$ cat config.mk
export PLATFORM = sky130hd
export DESIGN_NAME = vectored_irq_ctl
export DESIGN_NICKNAME = d
export VERILOG_FILES = /design/src/core/irq_pkg.sv /design/src/core/pin_edge_if.sv /design/src/core/vectored_irq_ctl.sv /design/src/core/pin_edge_detect.sv
export VERILOG_INCLUDE_DIRS = /design/src /design/src/core
export SDC_FILE = /design/constraint.sdc
export NUM_CORES = 1
export LEC_CHECK = 0
export ABC_CLOCK_PERIOD_IN_PS = 3900
export BUFFER_PORTS_ARGS = -buffer_cell sky130_fd_sc_hd__buf_2
export CELL_PAD_IN_SITES_DETAIL_PLACEMENT = 1
export CELL_PAD_IN_SITES_GLOBAL_PLACEMENT = 2
export CORE_MARGIN = 5
export CORE_UTILIZATION = 34
export CTS_BUF_LIST = sky130_fd_sc_hd__clkbuf_16
export CTS_CLUSTER_SIZE = 14
export DETAILED_ROUTE_END_ITERATION = 7
export PLACE_DENSITY_LB_ADDON = 0.1
export SETUP_SLACK_MARGIN = 0.3
export SLEW_MARGIN = 40
export SYNTH_ARGS = -nofsm -noshare
export SYNTH_HDL_FRONTEND = slang
export SYNTH_SLANG_ARGS = --single-unit
$ cat constraint.sdc
create_clock -name i_clk -period 3.9 [get_ports i_clk]
set_clock_uncertainty 0.05 [all_clocks]
set_input_delay 0.39 -clock i_clk [delete_from_list [all_inputs] [get_ports i_clk]]
set_output_delay 0.39 -clock i_clk [all_outputs]
set_load 0.01 [all_outputs]
$ cat src/core/irq_consts.svh
`ifndef IRQ_CONSTS_SVH
`define IRQ_CONSTS_SVH

// ----------------------------------------
// Register port
// ----------------------------------------
`define REG_AW 3
`define REG_DW 16
`define ADDR_ENABLE 3'h0
`define ADDR_PENDING 3'h1
`define ADDR_EDGE_COND 3'h2
`define ADDR_PSW 3'h3
`define ADDR_HALT_EN 3'h4
`define ADDR_STACK_PTR 3'h5
`define ADDR_STATUS 3'h6

// ----------------------------------------
// Sources and ranks
// ----------------------------------------
`define NUM_SRC 8
`define RANK_W 3
`define SRC_RESET 0
`define SRC_NMI 1
`define SRC_EXT_A 2
`define SRC_EXT_C 4
`define SRC_TIMER 5
`define SRC_UART 6
`define SRC_EOM 7
`define NUM_PINS 4

// ----------------------------------------
// Field positions
// ----------------------------------------
`define GIE_BIT 0
`define PSW_HALT_BIT 0
`define PSW_IDLE_BIT 1
`define HALT_EN_BIT 0

// ----------------------------------------
// Reset values and vectors
// ----------------------------------------
`define ENABLE_RST 8'h00
`define PENDING_RST 8'h01
`define EDGE_COND_RST 3'h0
`define STACK_PTR_RST 16'h0000
`define VEC_TOP 16'hFFFE
`define SP_STEP 16'h0002
`define AUTO_CLR_MASK 8'h1F
`define PRIME_W 3

`endif

$ cat src/core/irq_pkg.sv
package irq_pkg;
   // Power state of the core
   typedef enum logic [1:0] {MODE_RUN, MODE_HALT, MODE_IDLE} mode_t;
endpackage

$ cat src/core/pin_edge_if.sv
`timescale 1ns/1ps
`include "irq_consts.svh"
interface pin_edge_if;
   logic [`NUM_PINS-1:0] raw;
   logic [`NUM_PINS-1:0] rise_sel;
   logic [`NUM_PINS-1:0] hit;
   modport det (input raw, input rise_sel, output hit);
   modport ctl (output raw, output rise_sel, input hit);
endinterface

$ cat src/core/vectored_irq_ctl.sv
// Decided for this implementation: the placing of the registers and the plain strobed port.
`timescale 1ns/1ps
`include "irq_consts.svh"
module vectored_irq_ctl (
   // Clock and reset
   input wire logic i_clk,
   input wire logic i_arst_n,
   // Register port
   input wire logic [`REG_AW-1:0] i_reg_addr,
   input wire logic [`REG_DW-1:0] i_reg_wdata,
   input wire logic i_reg_wr,
   input wire logic i_reg_rd,
   output logic [`REG_DW-1:0] o_reg_rdata,
   // Interrupt pins
   input wire logic i_nmi,
   input wire logic i_ext_irq_a,
   input wire logic i_ext_irq_b,
   input wire logic i_ext_irq_c,
   // Peripheral event pulses
   input wire logic i_timer_irq,
   input wire logic i_uart_irq,
   input wire logic i_end_of_message,
   input wire logic i_t0_overflow,
   // CPU core
   input wire logic i_instr_done,
   input wire logic i_return_from_interrupt,
   output logic o_entry,
   output logic o_push_pc,
   output logic o_pop_pc,
   output logic [`RANK_W-1:0] o_entry_rank,
   output logic [15:0] o_vector_addr,
   output logic [15:0] o_stack_addr,
   // DMA
   input wire logic i_dma_byte_busy,
   output logic o_dma_stop,
   // Power and pins
   output irq_pkg::mode_t o_mode,
   output logic o_cpu_stop,
   output logic o_clk_stop,
   output logic o_hdlc_uart_rst,
   output logic o_pins_hiz,
   output logic o_half_rate_clk
);
   import irq_pkg::*;

   logic rst_meta_q;
   logic rst_n;
   logic [`NUM_SRC-1:0] en_q;
   logic [`NUM_SRC-1:0] en_d;
   logic [`NUM_SRC-1:0] pend_q;
   logic [`NUM_SRC-1:0] pend_d;
   logic [`NUM_SRC-1:0] ev;
   logic [`NUM_SRC-1:0] mask;
   logic [`NUM_SRC-1:0] req;
   logic [`NUM_SRC-1:0] auto_clr;
   logic [2:0] edge_q;
   logic halt_en_q;
   logic [15:0] sp_q;
   logic [15:0] sp_d;
   mode_t mode_q;
   mode_t mode_d;
   logic [`RANK_W-1:0] rank;
   logic [`RANK_W-1:0] last_rank_q;
   logic take;
   logic nmi_active_q;
   logic dma_stop_q;
   logic pins_hiz_q;
   logic half_q;
   logic entry_q;
   logic push_q;
   logic pop_q;
   logic [`RANK_W-1:0] entry_rank_q;
   logic [15:0] vec_q;
   logic [15:0] stack_q;
   logic [`REG_DW-1:0] rdata_q;
   logic nmi_hit;

   // ----------------------------------------
   // Helpers
   // ----------------------------------------
   function automatic logic [`RANK_W-1:0] pick_rank(input logic [`NUM_SRC-1:0] r);
      logic [`RANK_W-1:0] k;
      k = '0;
      for (int i = `NUM_SRC - 1; i >= 0; i--) begin
         if (r[i]) begin
            k = `RANK_W'(i);
         end
      end
      return k;
   endfunction

   function automatic logic wr_hit(input logic [`REG_AW-1:0] a);
      return i_reg_wr && (i_reg_addr == a);
   endfunction

   // ----------------------------------------
   // Reset release
   // ----------------------------------------
   always_ff @(posedge i_clk or negedge i_arst_n) begin
      if (!i_arst_n) begin
         rst_meta_q <= 1'b0;
         rst_n <= 1'b0;
      end else begin
         rst_meta_q <= 1'b1;
         rst_n <= rst_meta_q;
      end
   end

   // ----------------------------------------
   // Pin edge detection
   // ----------------------------------------
   pin_edge_if pins ();

   assign pins.raw = {i_ext_irq_c, i_ext_irq_b, i_ext_irq_a, i_nmi};
   assign pins.rise_sel = {edge_q, 1'b1};

   pin_edge_detect u_edges (
      .i_clk(i_clk),
      .i_rst_n(rst_n),
      .pins(pins.det)
   );

   assign nmi_hit = pins.hit[0];

   // ----------------------------------------
   // Request gating and arbitration
   // ----------------------------------------
   always_comb begin
      ev = {i_end_of_message, i_uart_irq, i_timer_irq, pins.hit, 1'b0};
      mask = en_q & {`NUM_SRC{en_q[`GIE_BIT]}};
      mask[`SRC_RESET] = 1'b1;
      mask[`SRC_NMI] = ~i_dma_byte_busy;
      req = pend_q & mask;
      rank = pick_rank(req);
      take = (mode_q == MODE_RUN) && (req[`SRC_RESET] || (|req && i_instr_done));
      auto_clr = '0;
      if (take && (rank <= `RANK_W'(`SRC_EXT_C))) begin
         auto_clr[rank] = 1'b1;
      end
   end

   // ----------------------------------------
   // Pending flags
   // ----------------------------------------
   always_comb begin
      pend_d = wr_hit(`ADDR_PENDING) ? i_reg_wdata[`NUM_SRC-1:0] : pend_q;
      pend_d = (pend_d & ~(auto_clr & `AUTO_CLR_MASK)) | ev;
   end

   always_ff @(posedge i_clk or negedge rst_n) begin
      if (!rst_n) begin
         pend_q <= `PENDING_RST;
      end else begin
         pend_q <= pend_d;
      end
   end

   // ----------------------------------------
   // Enables and edge polarity
   // ----------------------------------------
   always_comb begin
      en_d = wr_hit(`ADDR_ENABLE) ? i_reg_wdata[`NUM_SRC-1:0] : en_q;
      if (take) begin
         en_d[`GIE_BIT] = 1'b0;
      end else if (i_return_from_interrupt) begin
         en_d[`GIE_BIT] = 1'b1;
      end
   end

   always_ff @(posedge i_clk or negedge rst_n) begin
      if (!rst_n) begin
         en_q <= `ENABLE_RST;
      end else begin
         en_q <= en_d;
      end
   end

   always_ff @(posedge i_clk or negedge rst_n) begin
      if (!rst_n) begin
         edge_q <= `EDGE_COND_RST;
      end else if (wr_hit(`ADDR_EDGE_COND)) begin
         edge_q <= i_reg_wdata[`SRC_EXT_C:`SRC_EXT_A];
      end
   end

   always_ff @(posedge i_clk or negedge rst_n) begin
      if (!rst_n) begin
         halt_en_q <= 1'b0;
      end else if (wr_hit(`ADDR_HALT_EN)) begin
         halt_en_q <= i_reg_wdata[`HALT_EN_BIT];
      end
   end

   // ----------------------------------------
   // Stack pointer
   // ----------------------------------------
   always_comb begin
      sp_d = wr_hit(`ADDR_STACK_PTR) ? i_reg_wdata : sp_q;
      if (take && (rank != `RANK_W'(`SRC_RESET))) begin
         sp_d = sp_q + `SP_STEP;
      end else if (i_return_from_interrupt) begin
         sp_d = sp_q - `SP_STEP;
      end
   end

   always_ff @(posedge i_clk or negedge rst_n) begin
      if (!rst_n) begin
         sp_q <= `STACK_PTR_RST;
      end else begin
         sp_q <= sp_d;
      end
   end

   // ----------------------------------------
   // Entry and return strobes
   // ----------------------------------------
   always_ff @(posedge i_clk or negedge rst_n) begin
      if (!rst_n) begin
         entry_q <= 1'b0;
         push_q <= 1'b0;
         pop_q <= 1'b0;
         entry_rank_q <= '0;
         vec_q <= `VEC_TOP;
         stack_q <= `STACK_PTR_RST;
      end else begin
         entry_q <= take;
         push_q <= take && (rank != `RANK_W'(`SRC_RESET));
         pop_q <= i_return_from_interrupt && !take;
         if (take) begin
            entry_rank_q <= rank;
            vec_q <= `VEC_TOP - {12'h0000, rank, 1'b0};
            stack_q <= sp_q;
         end else if (i_return_from_interrupt) begin
            stack_q <= sp_q - `SP_STEP;
         end
      end
   end

   always_ff @(posedge i_clk or negedge rst_n) begin
      if (!rst_n) begin
         last_rank_q <= '0;
      end else if (take) begin
         last_rank_q <= rank;
      end
   end

   // ----------------------------------------
   // DMA stop on non-maskable
   // ----------------------------------------
   always_ff @(posedge i_clk or negedge rst_n) begin
      if (!rst_n) begin
         nmi_active_q <= 1'b0;
         dma_stop_q <= 1'b0;
      end else begin
         if (take && (rank == `RANK_W'(`SRC_NMI))) begin
            nmi_active_q <= 1'b1;
         end else if (i_return_from_interrupt) begin
            nmi_active_q <= 1'b0;
         end
         if (nmi_hit) begin
            dma_stop_q <= 1'b1;
         end else if (i_return_from_interrupt && nmi_active_q) begin
            dma_stop_q <= 1'b0;
         end
      end
   end

   // ----------------------------------------
   // Power-save modes
   // ----------------------------------------
   always_comb begin
      mode_d = mode_q;
      case (mode_q)
         MODE_RUN: begin
            if (wr_hit(`ADDR_PSW) && i_reg_wdata[`PSW_HALT_BIT] && halt_en_q) begin
               mode_d = MODE_HALT;
            end else if (wr_hit(`ADDR_PSW) && i_reg_wdata[`PSW_IDLE_BIT]) begin
               mode_d = MODE_IDLE;
            end
         end
         MODE_HALT: begin
            if (nmi_hit) begin
               mode_d = MODE_RUN;
            end
         end
         MODE_IDLE: begin
            if (nmi_hit || i_t0_overflow) begin
               mode_d = MODE_RUN;
            end
         end
         default: begin
            mode_d = MODE_RUN;
         end
      endcase
   end

   always_ff @(posedge i_clk or negedge rst_n) begin
      if (!rst_n) begin
         mode_q <= MODE_RUN;
      end else begin
         mode_q <= mode_d;
      end
   end

   always_ff @(posedge i_clk or negedge rst_n) begin
      if (!rst_n) begin
         o_hdlc_uart_rst <= 1'b0;
      end else begin
         o_hdlc_uart_rst <= (mode_q == MODE_RUN) && (mode_d != MODE_RUN);
      end
   end

   // ----------------------------------------
   // Pin float and clock divider
   // ----------------------------------------
   always_ff @(posedge i_clk or negedge rst_n) begin
      if (!rst_n) begin
         pins_hiz_q <= 1'b1;
      end else if (take && (rank == `RANK_W'(`SRC_RESET))) begin
         pins_hiz_q <= 1'b0;
      end
   end

   always_ff @(posedge i_clk or negedge i_arst_n) begin
      if (!i_arst_n) begin
         half_q <= 1'b0;
      end else if (mode_q != MODE_HALT) begin
         half_q <= ~half_q;
      end
   end

   // ----------------------------------------
   // Register read
   // ----------------------------------------
   always_ff @(posedge i_clk or negedge rst_n) begin
      if (!rst_n) begin
         rdata_q <= '0;
      end else if (i_reg_rd) begin
         case (i_reg_addr)
            `ADDR_ENABLE: rdata_q <= {8'h00, en_q};
            `ADDR_PENDING: rdata_q <= {8'h00, pend_q};
            `ADDR_EDGE_COND: rdata_q <= {11'h000, edge_q, 2'h0};
            `ADDR_PSW: rdata_q <= {14'h0000, mode_q == MODE_IDLE, mode_q == MODE_HALT};
            `ADDR_HALT_EN: rdata_q <= {15'h0000, halt_en_q};
            `ADDR_STACK_PTR: rdata_q <= sp_q;
            `ADDR_STATUS: rdata_q <= {10'h000, dma_stop_q, nmi_active_q, |req, last_rank_q};
            default: rdata_q <= '0;
         endcase
      end else begin
         rdata_q <= '0;
      end
   end

   // ----------------------------------------
   // Outputs
   // ----------------------------------------
   assign o_reg_rdata = rdata_q;
   assign o_entry = entry_q;
   assign o_push_pc = push_q;
   assign o_pop_pc = pop_q;
   assign o_entry_rank = entry_rank_q;
   assign o_vector_addr = vec_q;
   assign o_stack_addr = stack_q;
   assign o_dma_stop = dma_stop_q;
   assign o_mode = mode_q;
   assign o_cpu_stop = (mode_q != MODE_RUN);
   assign o_clk_stop = (mode_q == MODE_HALT);
   assign o_pins_hiz = pins_hiz_q;
   assign o_half_rate_clk = half_q;
endmodule

$ cat src/core/pin_edge_detect.sv
`timescale 1ns/1ps
`include "irq_consts.svh"
module pin_edge_detect (
   // Clock and reset
   input wire logic i_clk,
   input wire logic i_rst_n,
   // Pins and edge pulses
   pin_edge_if.det pins
);
   logic [`NUM_PINS-1:0] meta_q;
   logic [`NUM_PINS-1:0] sync_q;
   logic [`NUM_PINS-1:0] prev_q;
   logic [`PRIME_W-1:0] prime_q;

   // ----------------------------------------
   // Synchronisers and edge compare
   // ----------------------------------------
   always_ff @(posedge i_clk or negedge i_rst_n) begin
      if (!i_rst_n) begin
         meta_q <= '0;
         sync_q <= '0;
         prev_q <= '0;
         prime_q <= '0;
      end else begin
         meta_q <= pins.raw;
         sync_q <= meta_q;
         prev_q <= sync_q;
         prime_q <= {prime_q[`PRIME_W-2:0], 1'b1};
      end
   end

   genvar g;
   generate
      for (g = 0; g < `NUM_PINS; g++) begin : g_pin
         // Selected edge, only once the history is valid
         assign pins.hit[g] = prime_q[`PRIME_W-1] &
            (pins.rise_sel[g] ? (sync_q[g] & ~prev_q[g]) : (~sync_q[g] & prev_q[g]));
      end
   endgenerate
endmodule

==> results.txt <==
unrepaired setup endpoints after global routing = no
CTS sink cnt = 101
outcome = complete, no violations
Die Wd = 133.2 um
site row count = 45
crit-path leading delay family = simple AND/OR/NAND/NOR gates
nets@finish = 662
CTS HTree Levels = 3
clock buffer depth = 2
Core Util, Final = 39.98%
first-pass GRT wire length = 27150 um
top-count cell post-synth = dfrtp_1
post-synthesis cell area = 5159 um2
CP max-delay cell = dfrtp_1
clock root buffer = clkbuf_16
final non-filler cell total = 819
min cycle time layout = 2731 ps
routed vias/inst = 5.415
hold_ws = 84.93 ps
HPWL Detailed = 12200 um
max-slew violations = 0
CP required = 4100 ps
clock-pin slew on the worst setup and hold paths = 70 ps
fmax = 366.1 MHz
Post-Route WL = 16400 um
Hold Startpoint = i_nmi
final clock period utilization by the worst path = 70.04%
Tightest Pin Transition = 796.9 ps
GRT overflow = 0
Commonest cells post-synth = 96 x dfrtp_1, 58 x nand2_1, 57 x nor2_1
top cells by area, synth = dfrtp_1 47%, nand2_1 4.2%, a21oi_1 4.2%
Inst Count DP = 802
post-synth top area share = 46.57%
vias in the first global route = 4711
Main synth FF type = dfrtp_1
Crit path top cell by count = nand2_1
DIE HEIGHT = 133.2 um
Reg2Reg Launch Point = pend_q[3]$_DFF_PN0_
synthesized flop and latch total = 101
DRT antenna net count = 0
Yosys cell types = 58
final worst slack = 1169 ps
Area Growth Syn to Fin = 16.49%
VDD IR max = 0.2112 mV
synth warn = 0
cts repair resizes = 0
IO Port Bufs = 82
max_slew headroom = 46.46%
Mean Syn Cell Area = 9.245 um2
post-DR wirelength/cell = 20.03 um
dominant cell type by area after synthesis = dfrtp_1
routed via count = 4435
Crit Path Category = register to register
Pleak = 2.665 nW
final setup fails = 0
CP endpoint kind = register
Crit Path Max Fanout = 27
largest net degree at the start of global routing = 63
CP Launch Type = register
gpl congestion = 0.8318
asr flop ratio synth = 100.0%
CP Data Arrival Time = 2930 ps
total core area = 15030 um2
Buffers & Inverters on Critical Path = 3
Syn Inst Count = 558
DRC viols = 0
GRT Util Overall = 19.37%
layout cells sized above 1 = 21.39%
initial antenna violation count = 0
CTS Buf Count = 9
full die area = 17740 um2
CP max stage delay = 420 ps
IO Count = 96
Initial Util = 34.32%
CTS tree = yes
pwr dens = 679.2 nW/um2
beginning of the critical path = pend_q[3]$_DFF_PN0_
1st-pass router iterations = 4
worst-skew pair later-pin latency = 360 ps
Post-synth EDFFs = 0
sequential area share after synthesis = 49.11%
critical-path cell list = a22oi_1 -> nand3_1 -> nand2_1 -> nand2_1 -> nand2b_1 -> buf_4 -> inv_2 -> nand2_1 -> inv_2 -> or3_1 -> o211a_1
initial DRC count = 198
setup tns final = 0 ps
MaxCap Viol Count = 0
diode count = 0
Final Hold Viols = 0
Setup WS pre-CTS = 934.9 ps
HP Class = input pin to register
-- layer usage --
metal	vias to the layer above	track usage, %	part of all wire, %
li1	2084	-	-
met1	2236	25.21	45
met2	93	32.73	49
met3	22	2.983	3.5
met4	0	7.200	2.5
met5	-	0	0
-- worst reg2reg max path: cells and delay by family, from the launching register on --
kind,cells,cell delay [ps]
compound gates,2,510
buf+inv,3,680
simple gates,6,960
flops,1,420
-- state kept, by name (all words and copies together), names as in the netlist, 2 cells and up --
name,flops
edge_q,3
en_q,8
last_rank_q,3
o_mode,2
o_reg_rdata,16
o_stack_addr,16
o_vector_addr,3
pend_q,8
sp_q,16
u_edges.meta_q,4
u_edges.prev_q,4
u_edges.prime_q,3
u_edges.sync_q,4
-- cell type report --
cell class / count / area (um2)
fillers: 1768 / 9024
flip-flops and latches: 101 / 2537
multi-input cells: 407 / 2387
repair buffers: 89 / 478.0
well taps: 188 / 235.2
clock buffers: 9 / 225.2
clock inverters: 7 / 78.83
inverters: 18 / 67.56
-- power breakdown --
part / total [mW] / switching, mW / internal [mW]
combinational: 1.41 / 0.834 / 0.581
sequential: 1.74 / 0.402 / 1.34
clock: 0.928 / 0.427 / 0.501
-- worst paths after layout --
path | to | slack [ps] | cells after the start
worst max-delay path | sp_q[13]$_DFFE_PN0P_ | 1170 | 11
worst min-delay path | u_edges.meta_q[0]$_DFF_PN0_ | 80 | 1
worst max register to register | sp_q[13]$_DFFE_PN0P_ | 1170 | 11
worst min register to register | o_mode[1]$_DFF_PN0_ | 280 | 0
max in group asynchronous | o_vector_addr[3]$_DFFE_PN1P_ | 2730 | 1
min in group asynchronous | o_mode[1]$_DFF_PN0_ | 280 | 0
-- through the flow --
step           cell area (um2)  power [mW]
2_1_floorplan             5207       2.630
3_3_place_gp              5667       3.156
3_5_place_dp              5687       3.193
4_1_cts                   6001       4.145
5_1_grt                   6010       4.403
6_report                  6010       4.081
-- logic make-up after synthesis --
logic type               share of synthesized area [%]
adder cells (fa/ha/maj)                         0.4850
other                                           0.1456
AND/OR/NAND/NOR                                  18.92
multiplexers                                     6.670
XOR/XNOR                                         1.868
flip-flops                                       49.11
buffers and inverters                            5.724
AO/OA/AOI/OAI                                    17.08
-- timing repair --
item                      4_1_cts  5_1_grt
hold endpoints to repair        3        0
setup buffers                   0        0
hold buffers                    1        0
-- placed cells by master, fill, tap and decap left out, drive strengths merged, types with 5 or more instances in the layout --
cell and instances:
buf 88, dfrtp 96, nand2b 10, nor2 57, or3 9, o22ai 6
xnor2 8, and2 8, nand3 19, dfstp 5, a21oi 43, nor2b 11
nand2 58, nand4 5, mux2i 13, conb 15, nor3 14, clkbuf 9
mux2 19, o21ai 37, a31oi 9, inv 19, a22oi 11
Power figures use the tool's default switching activity.
